**src/hdl/pgcc_pkg.sv**
```systemverilog
// Package of constants and types for the packet generator and CRC checker block.
package pgcc_pkg;

    // ------------------------------------------------------------------
    // Register map.
    // ------------------------------------------------------------------
    localparam logic [4:0]  REG_GEN_CTRL  = 5'h10;
    localparam logic [4:0]  REG_CHK_CNT   = 5'h11;
    localparam logic [4:0]  REG_CHK_CTRL  = 5'h12;
    localparam logic [4:0]  REG_GEN_IPG   = 5'h13;
    localparam logic [4:0]  REG_SW_RESET  = 5'h14;
    localparam logic [4:0]  REG_IRQ_STAT  = 5'h15;
    localparam logic [4:0]  REG_IRQ_MASK  = 5'h16;

    // ------------------------------------------------------------------
    // Field positions and reset values.
    // ------------------------------------------------------------------
    localparam int          GEN_BURST_LSB = 8;
    localparam int          GEN_SEL_LSB   = 5;
    localparam int          GEN_TRIG_BIT  = 4;
    localparam int          GEN_HOLD_BIT  = 3;
    localparam int          GEN_PAY_BIT   = 2;
    localparam int          GEN_LEN_BIT   = 1;
    localparam int          GEN_ERR_BIT   = 0;
    localparam int          CHK_CLR_BIT   = 4;
    localparam int          SW_RESET_BIT  = 15;
    localparam logic [7:0]  IPG_RESET     = 8'h0C;
    localparam logic [7:0]  CNT_MAX       = 8'hFF;

    // Interface select codes shared by generator and checker.
    localparam logic [2:0]  SEL_NONE      = 3'h0;
    localparam logic [2:0]  SEL_COPPER    = 3'h2;
    localparam logic [2:0]  SEL_SERIAL    = 3'h4;
    localparam logic [2:0]  SEL_PARALLEL  = 3'h6;

    // ------------------------------------------------------------------
    // Frame constants.
    // ------------------------------------------------------------------
    localparam logic [10:0] LEN_SHORT     = 11'h040;
    localparam logic [10:0] LEN_LONG      = 11'h5EE;
    localparam logic [7:0]  PAT_A         = 8'h5A;
    localparam logic [7:0]  PAT_B         = 8'hA5;
    localparam logic [31:0] CRC_INIT      = 32'hFFFFFFFF;
    localparam logic [31:0] CRC_POLY_R    = 32'hEDB88320;
    localparam logic [31:0] CRC_RESIDUE   = 32'hDEBB20E3;
    localparam logic [15:0] LFSR_SEED     = 16'hACE1;

    // Generator states.
    typedef enum logic [2:0] {
        GS_IDLE = 3'b001,
        GS_DATA = 3'b010,
        GS_GAP  = 3'b100
    } pgcc_gstate_t;

endpackage

```
**src/hdl/pgcc_top.sv**
```systemverilog
// Packet generator and CRC checker self-test logic.
//
// Implementation choice: the address-and-strobe port.
`timescale 1ns/100ps

module pgcc_top (
    // Clock, reset and enable.
    input  wire logic        clock,
    input  wire logic        rstn,
    input  wire logic        clkEn,
    // Register port.
    input  wire logic [4:0]  regAddr,
    input  wire logic [15:0] regWdata,
    input  wire logic        regWr,
    input  wire logic        regRd,
    output logic      [15:0] regRdata,
    // Generated byte stream toward the selected interface.
    output logic      [7:0]  txData,
    output logic             txValid,
    output logic             txSymErr,
    output logic      [2:0]  txSel,
    // Received byte stream from the selected interface.
    input  wire logic [7:0]  rxData,
    input  wire logic        rxValid,
    input  wire logic [2:0]  rxSrc,
    // Interrupt.
    output logic             irq
);

    // ------------------------------------------------------------------
    // State record.
    // ------------------------------------------------------------------
    typedef struct packed {
        logic [7:0]            burst;
        logic [2:0]            genSel;
        logic                  done;
        logic                  hold;
        logic                  payPat;
        logic                  lenLong;
        logic                  errInj;
        logic [7:0]            ipg;
        logic [2:0]            chkSel;
        logic [7:0]            pktCnt;
        logic [7:0]            crcCnt;
        logic [1:0]            irqStat;
        logic [1:0]            irqMask;
        pgcc_pkg::pgcc_gstate_t gst;
        logic [10:0]           byteIdx;
        logic [7:0]            sent;
        logic [8:0]            gapCnt;
        logic [31:0]           txCrc;
        logic [15:0]           lfsr;
        logic [31:0]           rxCrc;
        logic                  rxBusy;
        logic [7:0]            txData;
        logic                  txValid;
        logic                  txSymErr;
        logic [15:0]           rdata;
    } pgcc_state_t;

    pgcc_state_t st_ff;
    pgcc_state_t nxt_st;

    // ------------------------------------------------------------------
    // Helpers.
    // ------------------------------------------------------------------

    // One byte step of the reflected CRC-32 used for the frame check sequence.
    function automatic logic [31:0] crcByte(input logic [31:0] c, input logic [7:0] d);
        logic [31:0] r;
        r = c ^ {24'h000000, d};
        for (int i = 0; i < 8; i++) begin
            r = r[0] ? ((r >> 1) ^ pgcc_pkg::CRC_POLY_R) : (r >> 1);
        end
        return r;
    endfunction

    // True for the three documented interface codes.
    function automatic logic selValid(input logic [2:0] s);
        return (s == pgcc_pkg::SEL_COPPER) || (s == pgcc_pkg::SEL_SERIAL) ||
               (s == pgcc_pkg::SEL_PARALLEL);
    endfunction

    // ------------------------------------------------------------------
    // Next-state logic.
    // ------------------------------------------------------------------
    logic [10:0] frameLen;
    logic [7:0]  payByte;
    logic [7:0]  fcsByte;
    logic [10:0] fcsOff;
    logic [31:0] fcs;
    logic        rxEnd;
    logic        rxMatch;
    logic        wrGen;
    logic        trigReq;
    logic        frameDoneEv;
    logic        runDoneEv;

    always_comb begin
        nxt_st      = st_ff;
        wrGen       = regWr && (regAddr == pgcc_pkg::REG_GEN_CTRL);
        frameLen    = st_ff.lenLong ? pgcc_pkg::LEN_LONG : pgcc_pkg::LEN_SHORT;
        payByte     = st_ff.payPat ? (st_ff.byteIdx[0] ? pgcc_pkg::PAT_B : pgcc_pkg::PAT_A)
                                   : st_ff.lfsr[7:0];
        fcs         = ~st_ff.txCrc ^ {31'h00000000, st_ff.errInj};
        // FCS bytes are picked by their distance from the frame end, because a long frame
        // does not start its FCS on a four-byte boundary.
        fcsOff      = st_ff.byteIdx - (frameLen - 11'h004);
        case (fcsOff[1:0])
            2'h0:    fcsByte = fcs[7:0];
            2'h1:    fcsByte = fcs[15:8];
            2'h2:    fcsByte = fcs[23:16];
            default: fcsByte = fcs[31:24];
        endcase
        frameDoneEv = 1'b0;
        runDoneEv   = 1'b0;
        trigReq     = 1'b0;
        rxEnd       = 1'b0;
        rxMatch     = 1'b0;

        // Free-running payload source, advanced on every enabled cycle.
        nxt_st.lfsr = {st_ff.lfsr[14:0], st_ff.lfsr[15] ^ st_ff.lfsr[13] ^ st_ff.lfsr[12] ^ st_ff.lfsr[10]};

        // Register writes. The trigger bit only acts while the run is done.
        if (wrGen) begin
            nxt_st.burst   = regWdata[pgcc_pkg::GEN_BURST_LSB +: 8];
            nxt_st.genSel  = regWdata[pgcc_pkg::GEN_SEL_LSB +: 3];
            nxt_st.hold    = regWdata[pgcc_pkg::GEN_HOLD_BIT];
            nxt_st.payPat  = regWdata[pgcc_pkg::GEN_PAY_BIT];
            nxt_st.lenLong = regWdata[pgcc_pkg::GEN_LEN_BIT];
            nxt_st.errInj  = regWdata[pgcc_pkg::GEN_ERR_BIT];
            trigReq = st_ff.done && !regWdata[pgcc_pkg::GEN_TRIG_BIT];
        end
        if (regWr && (regAddr == pgcc_pkg::REG_GEN_IPG)) begin
            nxt_st.ipg = regWdata[7:0];
        end
        if (regWr && (regAddr == pgcc_pkg::REG_CHK_CTRL)) begin
            nxt_st.chkSel = regWdata[2:0];
        end
        if (regWr && (regAddr == pgcc_pkg::REG_IRQ_MASK)) begin
            nxt_st.irqMask = regWdata[1:0];
        end
        if (regWr && (regAddr == pgcc_pkg::REG_IRQ_STAT)) begin
            nxt_st.irqStat = st_ff.irqStat & ~regWdata[1:0];
        end

        // Generator sequencer: frame bytes, then FCS, then the gap.
        case (st_ff.gst)
            pgcc_pkg::GS_IDLE: begin
                nxt_st.txValid  = 1'b0;
                nxt_st.txSymErr = 1'b0;
                // A new configuration write that starts a run also counts as a trigger.
                if (wrGen && selValid(regWdata[pgcc_pkg::GEN_SEL_LSB +: 3]) && !st_ff.done) begin
                    trigReq = 1'b1;
                end
                if (trigReq && selValid(nxt_st.genSel) && nxt_st.hold
                    && (nxt_st.burst != 8'h00)) begin
                    nxt_st.done    = 1'b0;
                    nxt_st.gst     = pgcc_pkg::GS_DATA;
                    nxt_st.byteIdx = 11'h000;
                    nxt_st.sent    = 8'h00;
                    nxt_st.txCrc   = pgcc_pkg::CRC_INIT;
                end else if (wrGen && selValid(regWdata[pgcc_pkg::GEN_SEL_LSB +: 3])
                             && !regWdata[pgcc_pkg::GEN_HOLD_BIT]) begin
                    // Self-clearing mode runs as soon as an interface is chosen.
                    nxt_st.done    = 1'b0;
                    nxt_st.gst     = pgcc_pkg::GS_DATA;
                    nxt_st.byteIdx = 11'h000;
                    nxt_st.sent    = 8'h00;
                    nxt_st.txCrc   = pgcc_pkg::CRC_INIT;
                end
            end
            pgcc_pkg::GS_DATA: begin
                nxt_st.txValid  = 1'b1;
                nxt_st.txSymErr = 1'b0;
                nxt_st.byteIdx  = st_ff.byteIdx + 11'h001;
                if (st_ff.byteIdx < frameLen - 11'h004) begin
                    nxt_st.txData = payByte;
                    nxt_st.txCrc  = crcByte(st_ff.txCrc, payByte);
                end else begin
                    nxt_st.txData = fcsByte;
                    // Symbol error is flagged on the last FCS byte of an errored frame.
                    nxt_st.txSymErr = st_ff.errInj && (st_ff.byteIdx == frameLen - 11'h001);
                end
                if (st_ff.byteIdx == frameLen - 11'h001) begin
                    nxt_st.gst    = pgcc_pkg::GS_GAP;
                    nxt_st.gapCnt = {1'b0, st_ff.ipg} + 9'h001;
                    frameDoneEv   = 1'b1;
                    if (st_ff.burst != 8'h00) begin
                        nxt_st.sent = st_ff.sent + 8'h01;
                    end
                end
            end
            pgcc_pkg::GS_GAP: begin
                nxt_st.txValid  = 1'b0;
                nxt_st.txSymErr = 1'b0;
                nxt_st.gapCnt   = st_ff.gapCnt - 9'h001;
                if (st_ff.gapCnt <= 9'h001) begin
                    if ((st_ff.burst != 8'h00) && (st_ff.sent >= st_ff.burst)) begin
                        nxt_st.gst  = pgcc_pkg::GS_IDLE;
                        nxt_st.done = 1'b1;
                        runDoneEv   = 1'b1;
                        if (!st_ff.hold) begin
                            nxt_st.genSel = pgcc_pkg::SEL_NONE;
                        end
                    end else if (st_ff.genSel == pgcc_pkg::SEL_NONE) begin
                        nxt_st.gst  = pgcc_pkg::GS_IDLE;
                        nxt_st.done = 1'b1;
                    end else begin
                        nxt_st.gst     = pgcc_pkg::GS_DATA;
                        nxt_st.byteIdx = 11'h000;
                        nxt_st.txCrc   = pgcc_pkg::CRC_INIT;
                    end
                end
            end
            default: begin
                nxt_st.gst = pgcc_pkg::GS_IDLE;
            end
        endcase

        // Checker: fold bytes into the CRC and close the frame when valid drops.
        if (rxValid && (rxSrc == st_ff.chkSel) && selValid(st_ff.chkSel)) begin
            nxt_st.rxCrc  = crcByte(st_ff.rxBusy ? st_ff.rxCrc : pgcc_pkg::CRC_INIT, rxData);
            nxt_st.rxBusy = 1'b1;
        end else if (st_ff.rxBusy) begin
            nxt_st.rxBusy = 1'b0;
            rxEnd         = 1'b1;
            rxMatch       = (st_ff.rxCrc == pgcc_pkg::CRC_RESIDUE);
        end
        if (rxEnd) begin
            if (st_ff.pktCnt != pgcc_pkg::CNT_MAX) begin
                nxt_st.pktCnt = st_ff.pktCnt + 8'h01;
            end
            if (!rxMatch && (st_ff.crcCnt != pgcc_pkg::CNT_MAX)) begin
                nxt_st.crcCnt = st_ff.crcCnt + 8'h01;
            end
        end
        if ((regWr && (regAddr == pgcc_pkg::REG_CHK_CTRL) && regWdata[pgcc_pkg::CHK_CLR_BIT])
            || (nxt_st.chkSel == pgcc_pkg::SEL_NONE)) begin
            nxt_st.pktCnt = 8'h00;
            nxt_st.crcCnt = 8'h00;
            nxt_st.rxBusy = 1'b0;
        end

        // Sticky events: set wins over a same-cycle clear.
        nxt_st.irqStat = nxt_st.irqStat | {runDoneEv, rxEnd && !rxMatch};

        // Read data, valid only in the cycle after the strobe.
        nxt_st.rdata = 16'h0000;
        if (regRd) begin
            case (regAddr)
                pgcc_pkg::REG_GEN_CTRL: nxt_st.rdata = {st_ff.burst, st_ff.genSel, st_ff.done,
                                                         st_ff.hold, st_ff.payPat, st_ff.lenLong,
                                                         st_ff.errInj};
                pgcc_pkg::REG_CHK_CNT:  nxt_st.rdata = {st_ff.pktCnt, st_ff.crcCnt};
                pgcc_pkg::REG_CHK_CTRL: nxt_st.rdata = {13'h0000, st_ff.chkSel};
                pgcc_pkg::REG_GEN_IPG:  nxt_st.rdata = {8'h00, st_ff.ipg};
                pgcc_pkg::REG_IRQ_STAT: nxt_st.rdata = {14'h0000, st_ff.irqStat};
                pgcc_pkg::REG_IRQ_MASK: nxt_st.rdata = {14'h0000, st_ff.irqMask};
                default:                nxt_st.rdata = 16'h0000;
            endcase
        end
    end

    // ------------------------------------------------------------------
    // State register.
    // ------------------------------------------------------------------

    // Hard reset and the software reset bit both return every field to its default.
    // The software reset bit reads back zero because its address is not decoded for reads.
    always_ff @(posedge clock) begin
        if (!rstn) begin
            st_ff          <= '0;
            st_ff.gst      <= pgcc_pkg::GS_IDLE;
            st_ff.ipg      <= pgcc_pkg::IPG_RESET;
            st_ff.lfsr     <= pgcc_pkg::LFSR_SEED;
            st_ff.done     <= 1'b1;
        end else if (clkEn) begin
            if (regWr && (regAddr == pgcc_pkg::REG_SW_RESET) && regWdata[pgcc_pkg::SW_RESET_BIT]) begin
                st_ff      <= '0;
                st_ff.gst  <= pgcc_pkg::GS_IDLE;
                st_ff.ipg  <= pgcc_pkg::IPG_RESET;
                st_ff.lfsr <= pgcc_pkg::LFSR_SEED;
                st_ff.done <= 1'b1;
            end else begin
                st_ff      <= nxt_st;
            end
        end
    end

    // ------------------------------------------------------------------
    // Outputs.
    // ------------------------------------------------------------------
    assign regRdata = st_ff.rdata;
    assign txData   = st_ff.txData;
    assign txValid  = st_ff.txValid;
    assign txSymErr = st_ff.txSymErr;
    assign txSel    = st_ff.genSel;
    assign irq      = |(st_ff.irqStat & st_ff.irqMask);

endmodule

```
**config.mk**
```make
export PLATFORM = sky130hd
export DESIGN_NAME = pgcc_top
export DESIGN_NICKNAME = d
export VERILOG_FILES = /design/src/hdl/pgcc_pkg.sv /design/src/hdl/pgcc_top.sv
export SDC_FILE = /design/constraint.sdc
export NUM_CORES = 1
export LEC_CHECK = 0
export BUFFER_PORTS_ARGS = -buffer_cell sky130_fd_sc_hd__buf_2
export CORE_MARGIN = 2
export CORE_UTILIZATION = 45
export DETAILED_ROUTE_END_ITERATION = 7
export GPL_ROUTABILITY_DRIVEN = 0
export PLACE_DENSITY = 0.71
export SETUP_SLACK_MARGIN = 0.3
export SLEW_MARGIN = 20
export SYNTH_ARGS = -nofsm -noshare
export SYNTH_HDL_FRONTEND = slang
export SYNTH_SLANG_ARGS = --single-unit
```
**constraint.sdc**
```tcl
create_clock -name clock -period 4.38 [get_ports clock]
set_input_delay 0.876 -clock clock [delete_from_list [all_inputs] [get_ports clock]]
set_output_delay 0.876 -clock clock [all_outputs]
set_load 0.02 [all_outputs]
```
==> results of run 1 <==
-- cells by family (layout without fill, tap and decap cells) --
logic type | count (synthesis) | in the layout
compound gates | 332 | 332
simple gates | 449 | 449
flops | 185 | 185
mux | 28 | 28
xor+xnor | 191 | 191
fa+ha+maj | 22 | 22
buf+inv | 134 | 137
-- routing by layer --
| layer | GRT usage (%) | up-vias | wire (um) |
|---|---|---|---|
| met5 | 0 | - | 0 |
| met4 | 6.52 | 0 | 523 |
| met3 | 3.59 | 38 | 1560 |
| met2 | 36.0 | 282 | 13900 |
| met1 | 29.9 | 4674 | 13700 |
| li1 | - | 4722 | - |
-- placed cells by master (no fill, tap or decap), types with 18 or more instances in the layout --
master,n
dfxtp_1,185
xnor2_1,123
nor2_1,102
nand2_1,84
o21ai_0,72
nor2b_1,71
buf_2,66
nand3_1,55
a21boi_0,54
xor2_1,52
a22oi_1,48
a21oi_1,47
ha_1,22
buf_4,20
inv_1,18
a22o_1,18
nor3_1,18
-- registers in the layout, summed over array words and instances (netlist names) --
name      count
nxt_st       15
st_ff       141
txSel         3
regRdata     16
txData        8
txValid       1
txSymErr      1
-- cell type report --
cell class	count	area [sq um]
Clock buffer	17	425
Inverter	18	67.6
Clock inverter	15	178
Fill cell	2382	12700
Multi-Input combinational cell	1022	7270
Tap cell	330	413
Timing Repair Buffer	87	500
Sequential cell	185	3700
-- per-stage QoR --
step                instances  hold slack [ns]  power (W)  setup WS [ns]  utilization (%)
finish                   1674            0.472    0.00439           1.14             49.7
global route             1674            0.500    0.00457          0.913             49.7
CTS                      1674            0.474    0.00440           1.19             49.7
detailed placement       1642            0.464    0.00285          0.809             47.3
global placement         1642            0.460    0.00283          0.830             47.3
floorplan                1341            0.445    0.00265           1.60                -
-- worst min-delay path, cell delays in order (launching register included) --
cell and delay, ns:
dfxtp_1 0.31, nand2_1 0.05, a21boi_0 0.06
-- report_power, final --
group          internal (W)  switching (W)  total (W)
logic              0.000465       0.000537    0.00100
clock network      0.000774       0.000792    0.00157
registers           0.00174      0.0000784    0.00182
total               0.00298        0.00141    0.00439
-- how the worst max path moves through the flow --
stage                           from          to  slack [ns]  depth (start not counted)
after detailed placement  regAddr[1]    txSymErr        0.81                          9
after CTS                 st_ff[116]   st_ff[79]        1.19                          9
after global routing      st_ff[116]   st_ff[95]        0.91                          9
after global placement    regAddr[1]    txSymErr        0.83                          9
final                     st_ff[116]   st_ff[79]        1.14                          9
after floorplan           regAddr[3]  st_ff[100]        1.60                         10
==> run metrics, run 1 <==
most used cell, CP a2111o_1; first-pass GRT wire length 47700 um; RSZ-0062 raised after global routing no; Reg2Reg Launch Point st_ff[116]; Post-synth EDFFs 0; CP Launch Type register; proportion of synthesized area in mux cells 3.53%; Syn Area/Cell 8.65 sq um; Yosys top cell by area dfxtp_1; Die W 165 um; # diodes 0; top-count cell post-synth dfxtp_1; initial antenna violation count 0; Core ar. 25300 sq um; starting density of the core 46.0%; cells after synthesis 1341; sequential cell area fraction in the yosys report 31.9%; Hold Path Stages 2; nets@finish 1391; row count 58; Leak Pwr 4.43 nW; Commonest cells post-synth 185 x dfxtp_1, 123 x xnor2_1, 104 x nor2_1; CP Buf/Inv Count 1; clock buffer depth 2; via count 9716; Avg WL per Cell 17.7 um; clk_lat worst skew 0.45 ns; post-synth cell types 84; Detailed Route WL 29600 um; CTS Buf Count 17; VDD IR-drop max 0.184 mV; Synth Flop Type dfxtp_1; min Tclk post-route 3.24 ns; final setup fails 0; Area Growth Syn to Fin 8.16%; HP Start nxt_st[69]; die area 27100 sq um; clk slew on worst S/H paths 0.08 ns; Least-Margin Pin Slew 0.957 ns; Sink Count 185; All-Layer GR Usage 22.0%; status complete, no violations; largest net degree at the start of global routing 79; hold path endpoint nxt_st[69]; Arr. time, crit path 3.58 ns; synthesis warning total 0; setup_tns 0 ns; chip height 165 um; reg2reg path depth 9; Syn Std Cell Area 11600 sq um; Compound-Gate Fraction of Synth Area 19.9%; simple-gate share of the synthesized area 20.6%; grt total ovfl 0; CTS tree done; I/O Pins 68; syn nets 1401; Synth area leaders dfxtp_1 32%, xnor2_1 9.3%, xor2_1 3.9%; Post-DP Area 11900 sq um; Slowest cell on crit path a2111o_1; Fin Clk Skew 0.0180 ns; fin crit share 74.0%; 1st-pass router iterations 7; Via density 5.80; Detail Route Antenna Nets 0; async set or reset register ratio after synthesis 0%; Synth Area in XOR/XNOR 15.9%; CP Max Fanout 18; Max Freq 309 MHz; slowest cell delay on critical path 0.58 ns; headroom to the max-slew limit 35.6%; largest family of logic cells by synthesized area simple AND/OR/NAND/NOR gates; DRC viols 0; worst reg-to-reg setup slack 1.14 ns; CP endpoint kind register; Pins Over Slew Limit 0; #FFs+latches synth 185; post-CTS setup buffers 0; critical path's top delay family compound AO/OA/AOI/OAI gates; fin area 12600 sq um; WS Path Type register to register; top cell type's share of synthesized area 31.9%; share of cells above drive strength 1 12.3%; Port Buf Inserts 67; Synth Area in Adders 2.37%; HPWL after detailed placement 20600 um; vias in the first global route 9074; CTS Root Cell clkbuf_16; WP data required 4.72 ns; number of DRC violations after detailed-routing iteration 0 931; Max-cap violations 0; cts hold-fix bufs 0; CP Cell Sequence inv_1 > ha_1 > nand2b_1 > a2111o_1 > a2111oi_0 > or2_2 > a2111o_1 > a21boi_2 > a22o_1; Power Density 349 nW/um^2; RR Endpoint st_ff[79]; HP Class register to register; Max H-tree Level 4; Hold Fails Final Rpt 0; post-cts resize count 0
Power figures use the tool's default switching activity.
==> run 2, diff against run 1 <==
Settings changed: ABC_AREA set to 1.
Clock period 4.38 ns to 3.2 ns, I/O delays scaled along.
==> run 2 against run 1 <==
  * Die area rose by 3.7%
  * Cell area is 4.3% higher
  * Via count grew 29%
  * Critical path type unchanged
  * Area after synthesis grew 3.8%
  * Critical path depth rose by 6
  * Synthesized cell count increased by 43%
  * Register-to-register slack got worse by 0.59 ns
  * Non-clock buffer count up 8
==> run metrics, run 2 <==
status complete, no violations; FILL cells 2660; fin crit share 82.7%; clk_lat worst skew 0.44 ns; die area 28100 sq um; Hold Path Stages 3; Area Growth Syn to Fin 8.64%; Max Freq 378 MHz; cells after synthesis 1917; top-count cell post-synth nand2_1; min Tclk post-route 2.65 ns; Hold Fails Final Rpt 0; final setup fails 0; share of cells above drive strength 1 8.43%; synthesis warning total 0; Seq. cell area 3700 sq um; CP endpoint kind register; row count 59; WP data required 3.57 ns; nets@finish 1993; Fin Clk Skew 0.0109 ns; Post-synth EDFFs 0; cts hold-fix bufs 0; Biggest register st_ff; vias in the first global route 11300; Avg WL per Cell 15.1 um; CTS Buf Count 17; Post-DP Area 12500 sq um; commonest cells after routing, fill and taps aside 561 x nand2_1, 221 x inv_1, 189 x a21oi_1, 185 x dfxtp_1, 156 x nand3_1; All-Layer GR Usage 24.5%; post-synth cell types 54; Die W 168 um; I/O Pins 68; #FFs+latches synth 185; largest net degree at the start of global routing 54; DRC viols 0; Power Density 524 nW/um^2; Via density 5.49; Detailed Route WL 34500 um; clock buffer depth 2; clk slew on worst S/H paths 0.07 ns; HP Class input port to register; # diodes 0; Syn Std Cell Area 12100 sq um; chip height 168 um; via count 12500; CTS Root Cell clkbuf_16; async set or reset register ratio after synthesis 0%; Syn Area/Cell 6.29 sq um; RSZ-0062 raised after global routing no; sequential cell area fraction in the yosys report 30.7%; top cell type's share of synthesized area 30.7%; Sink Count 185; fin area 13100 sq um; starting density of the core 46.0%; Max-cap violations 0; reg2reg path depth 15; WS Path Type register to register; Commonest cells post-synth 561 x nand2_1, 222 x inv_1, 189 x a21oi_1; Core ar. 26200 sq um; Pins Over Slew Limit 0; Yosys top cell by area dfxtp_1; grt total ovfl 0; CP Max Fanout 8; Synth Flop Type dfxtp_1; Hold Slack 0.463 ns; initial antenna violation count 0; first-pass GRT wire length 56600 um; CP Launch Type register; CTS tree done; headroom to the max-slew limit 54.1%; Largest register FFs 141; Leak Pwr 5.57 nW; Port Buf Inserts 67; HPWL after detailed placement 25300 um; Detail Route Antenna Nets 0; 1st-pass router iterations 6; syn nets 1977; commonest non-fill, non-tap cell in the layout nand2_1; setup_tns 0 ns; Synth area leaders dfxtp_1 31%, nand2_1 17%, a21oi_1 7.8%; Max H-tree Level 4; multi-input combinational cell area 6930 sq um; Arr. time, crit path 3.01 ns; number of DRC violations after detailed-routing iteration 0 1154; Least-Margin Pin Slew 0.685 ns; VDD IR-drop max 0.397 mV
## run 2: cells by family (layout without fill, tap and decap cells)
| logic type | count (synthesis) | after routing | synth area share, % |
|---|---|---|---|
| buffers and inverters | 333 | 362 | 11.8 |
| adder cells (fa/ha/maj) | 22 | 22 | 2.28 |
| XOR/XNOR | 76 | 76 | 5.77 |
| AO/OA/AOI/OAI | 365 | 365 | 16.4 |
| AND/OR/NAND/NOR | 936 | 936 | 33.0 |
| flip-flops | 185 | 185 | 30.7 |
## run 2: path summary, 6_finish.rpt
path | start | to | slack [ns]
hold / removal | regWdata[7] | st_ff[168] | 0.46
setup reg to reg | st_ff[171] | st_ff[96] | 0.55
hold reg to reg | st_ff[91] | st_ff[91] | 0.47
setup / recovery | st_ff[171] | st_ff[96] | 0.55
## run 2: per-layer routing
| layer | share of wire [%] | track usage, % |
|---|---|---|
| met5 | 0 | 0 |
| met4 | 2.2 | 7.79 |
| met3 | 7.2 | 3.66 |
| met2 | 44 | 39.0 |
| met1 | 46 | 34.2 |
## run 2: power breakdown
group          internal [W]  switching [W]
Sequential          0.00247       0.000152
Clock               0.00116       0.000972
Combinational      0.000690        0.00142
## run 2: what timing repair did
| item | CTS | global route |
|---|---|---|
| buffers inserted | 0 | 2 |
| gates resized for setup | 0 | 2 |
| setup endpoints to repair | 0 | 2 |
## run 2: area by class of cell
| type | instances | area share [%] |
|---|---|---|
| clock buffers | 20 | 3.34 |
| clock inverters | 12 | 1.07 |
| inverters | 235 | 6.79 |
| multi-input cells | 1399 | 53.0 |
| flip-flops and latches | 185 | 28.3 |
| well taps | 335 | 3.20 |
| repair buffers | 95 | 4.36 |
## run 2: through the flow
step	util, %	worst slack, ns	total power [W]	std cells
2_1_floorplan	-	1.02	0.00426	1917
3_3_place_gp	47.7	0.312	0.00468	2247
3_5_place_dp	47.7	0.201	0.00473	2247
4_1_cts	49.9	0.592	0.00685	2279
5_1_grt	50.0	0.278	0.00730	2281
6_report	50.0	0.554	0.00686	2281
## run 2: worst max-delay path, stage by stage (launching register included)
cell	delay, ns
dfxtp_1	0.52
clkinvlp_4	0.26
buf_4	0.21
nand2_1	0.13
nand3_1	0.09
nand2_1	0.29
nand2_1	0.12
nand2_1	0.13
nand2_1	0.10
nand2_1	0.14
nand2_1	0.08
nand3_1	0.07
nand2_1	0.05
a21oi_1	0.19
nand2_1	0.08
a21oi_1	0.13
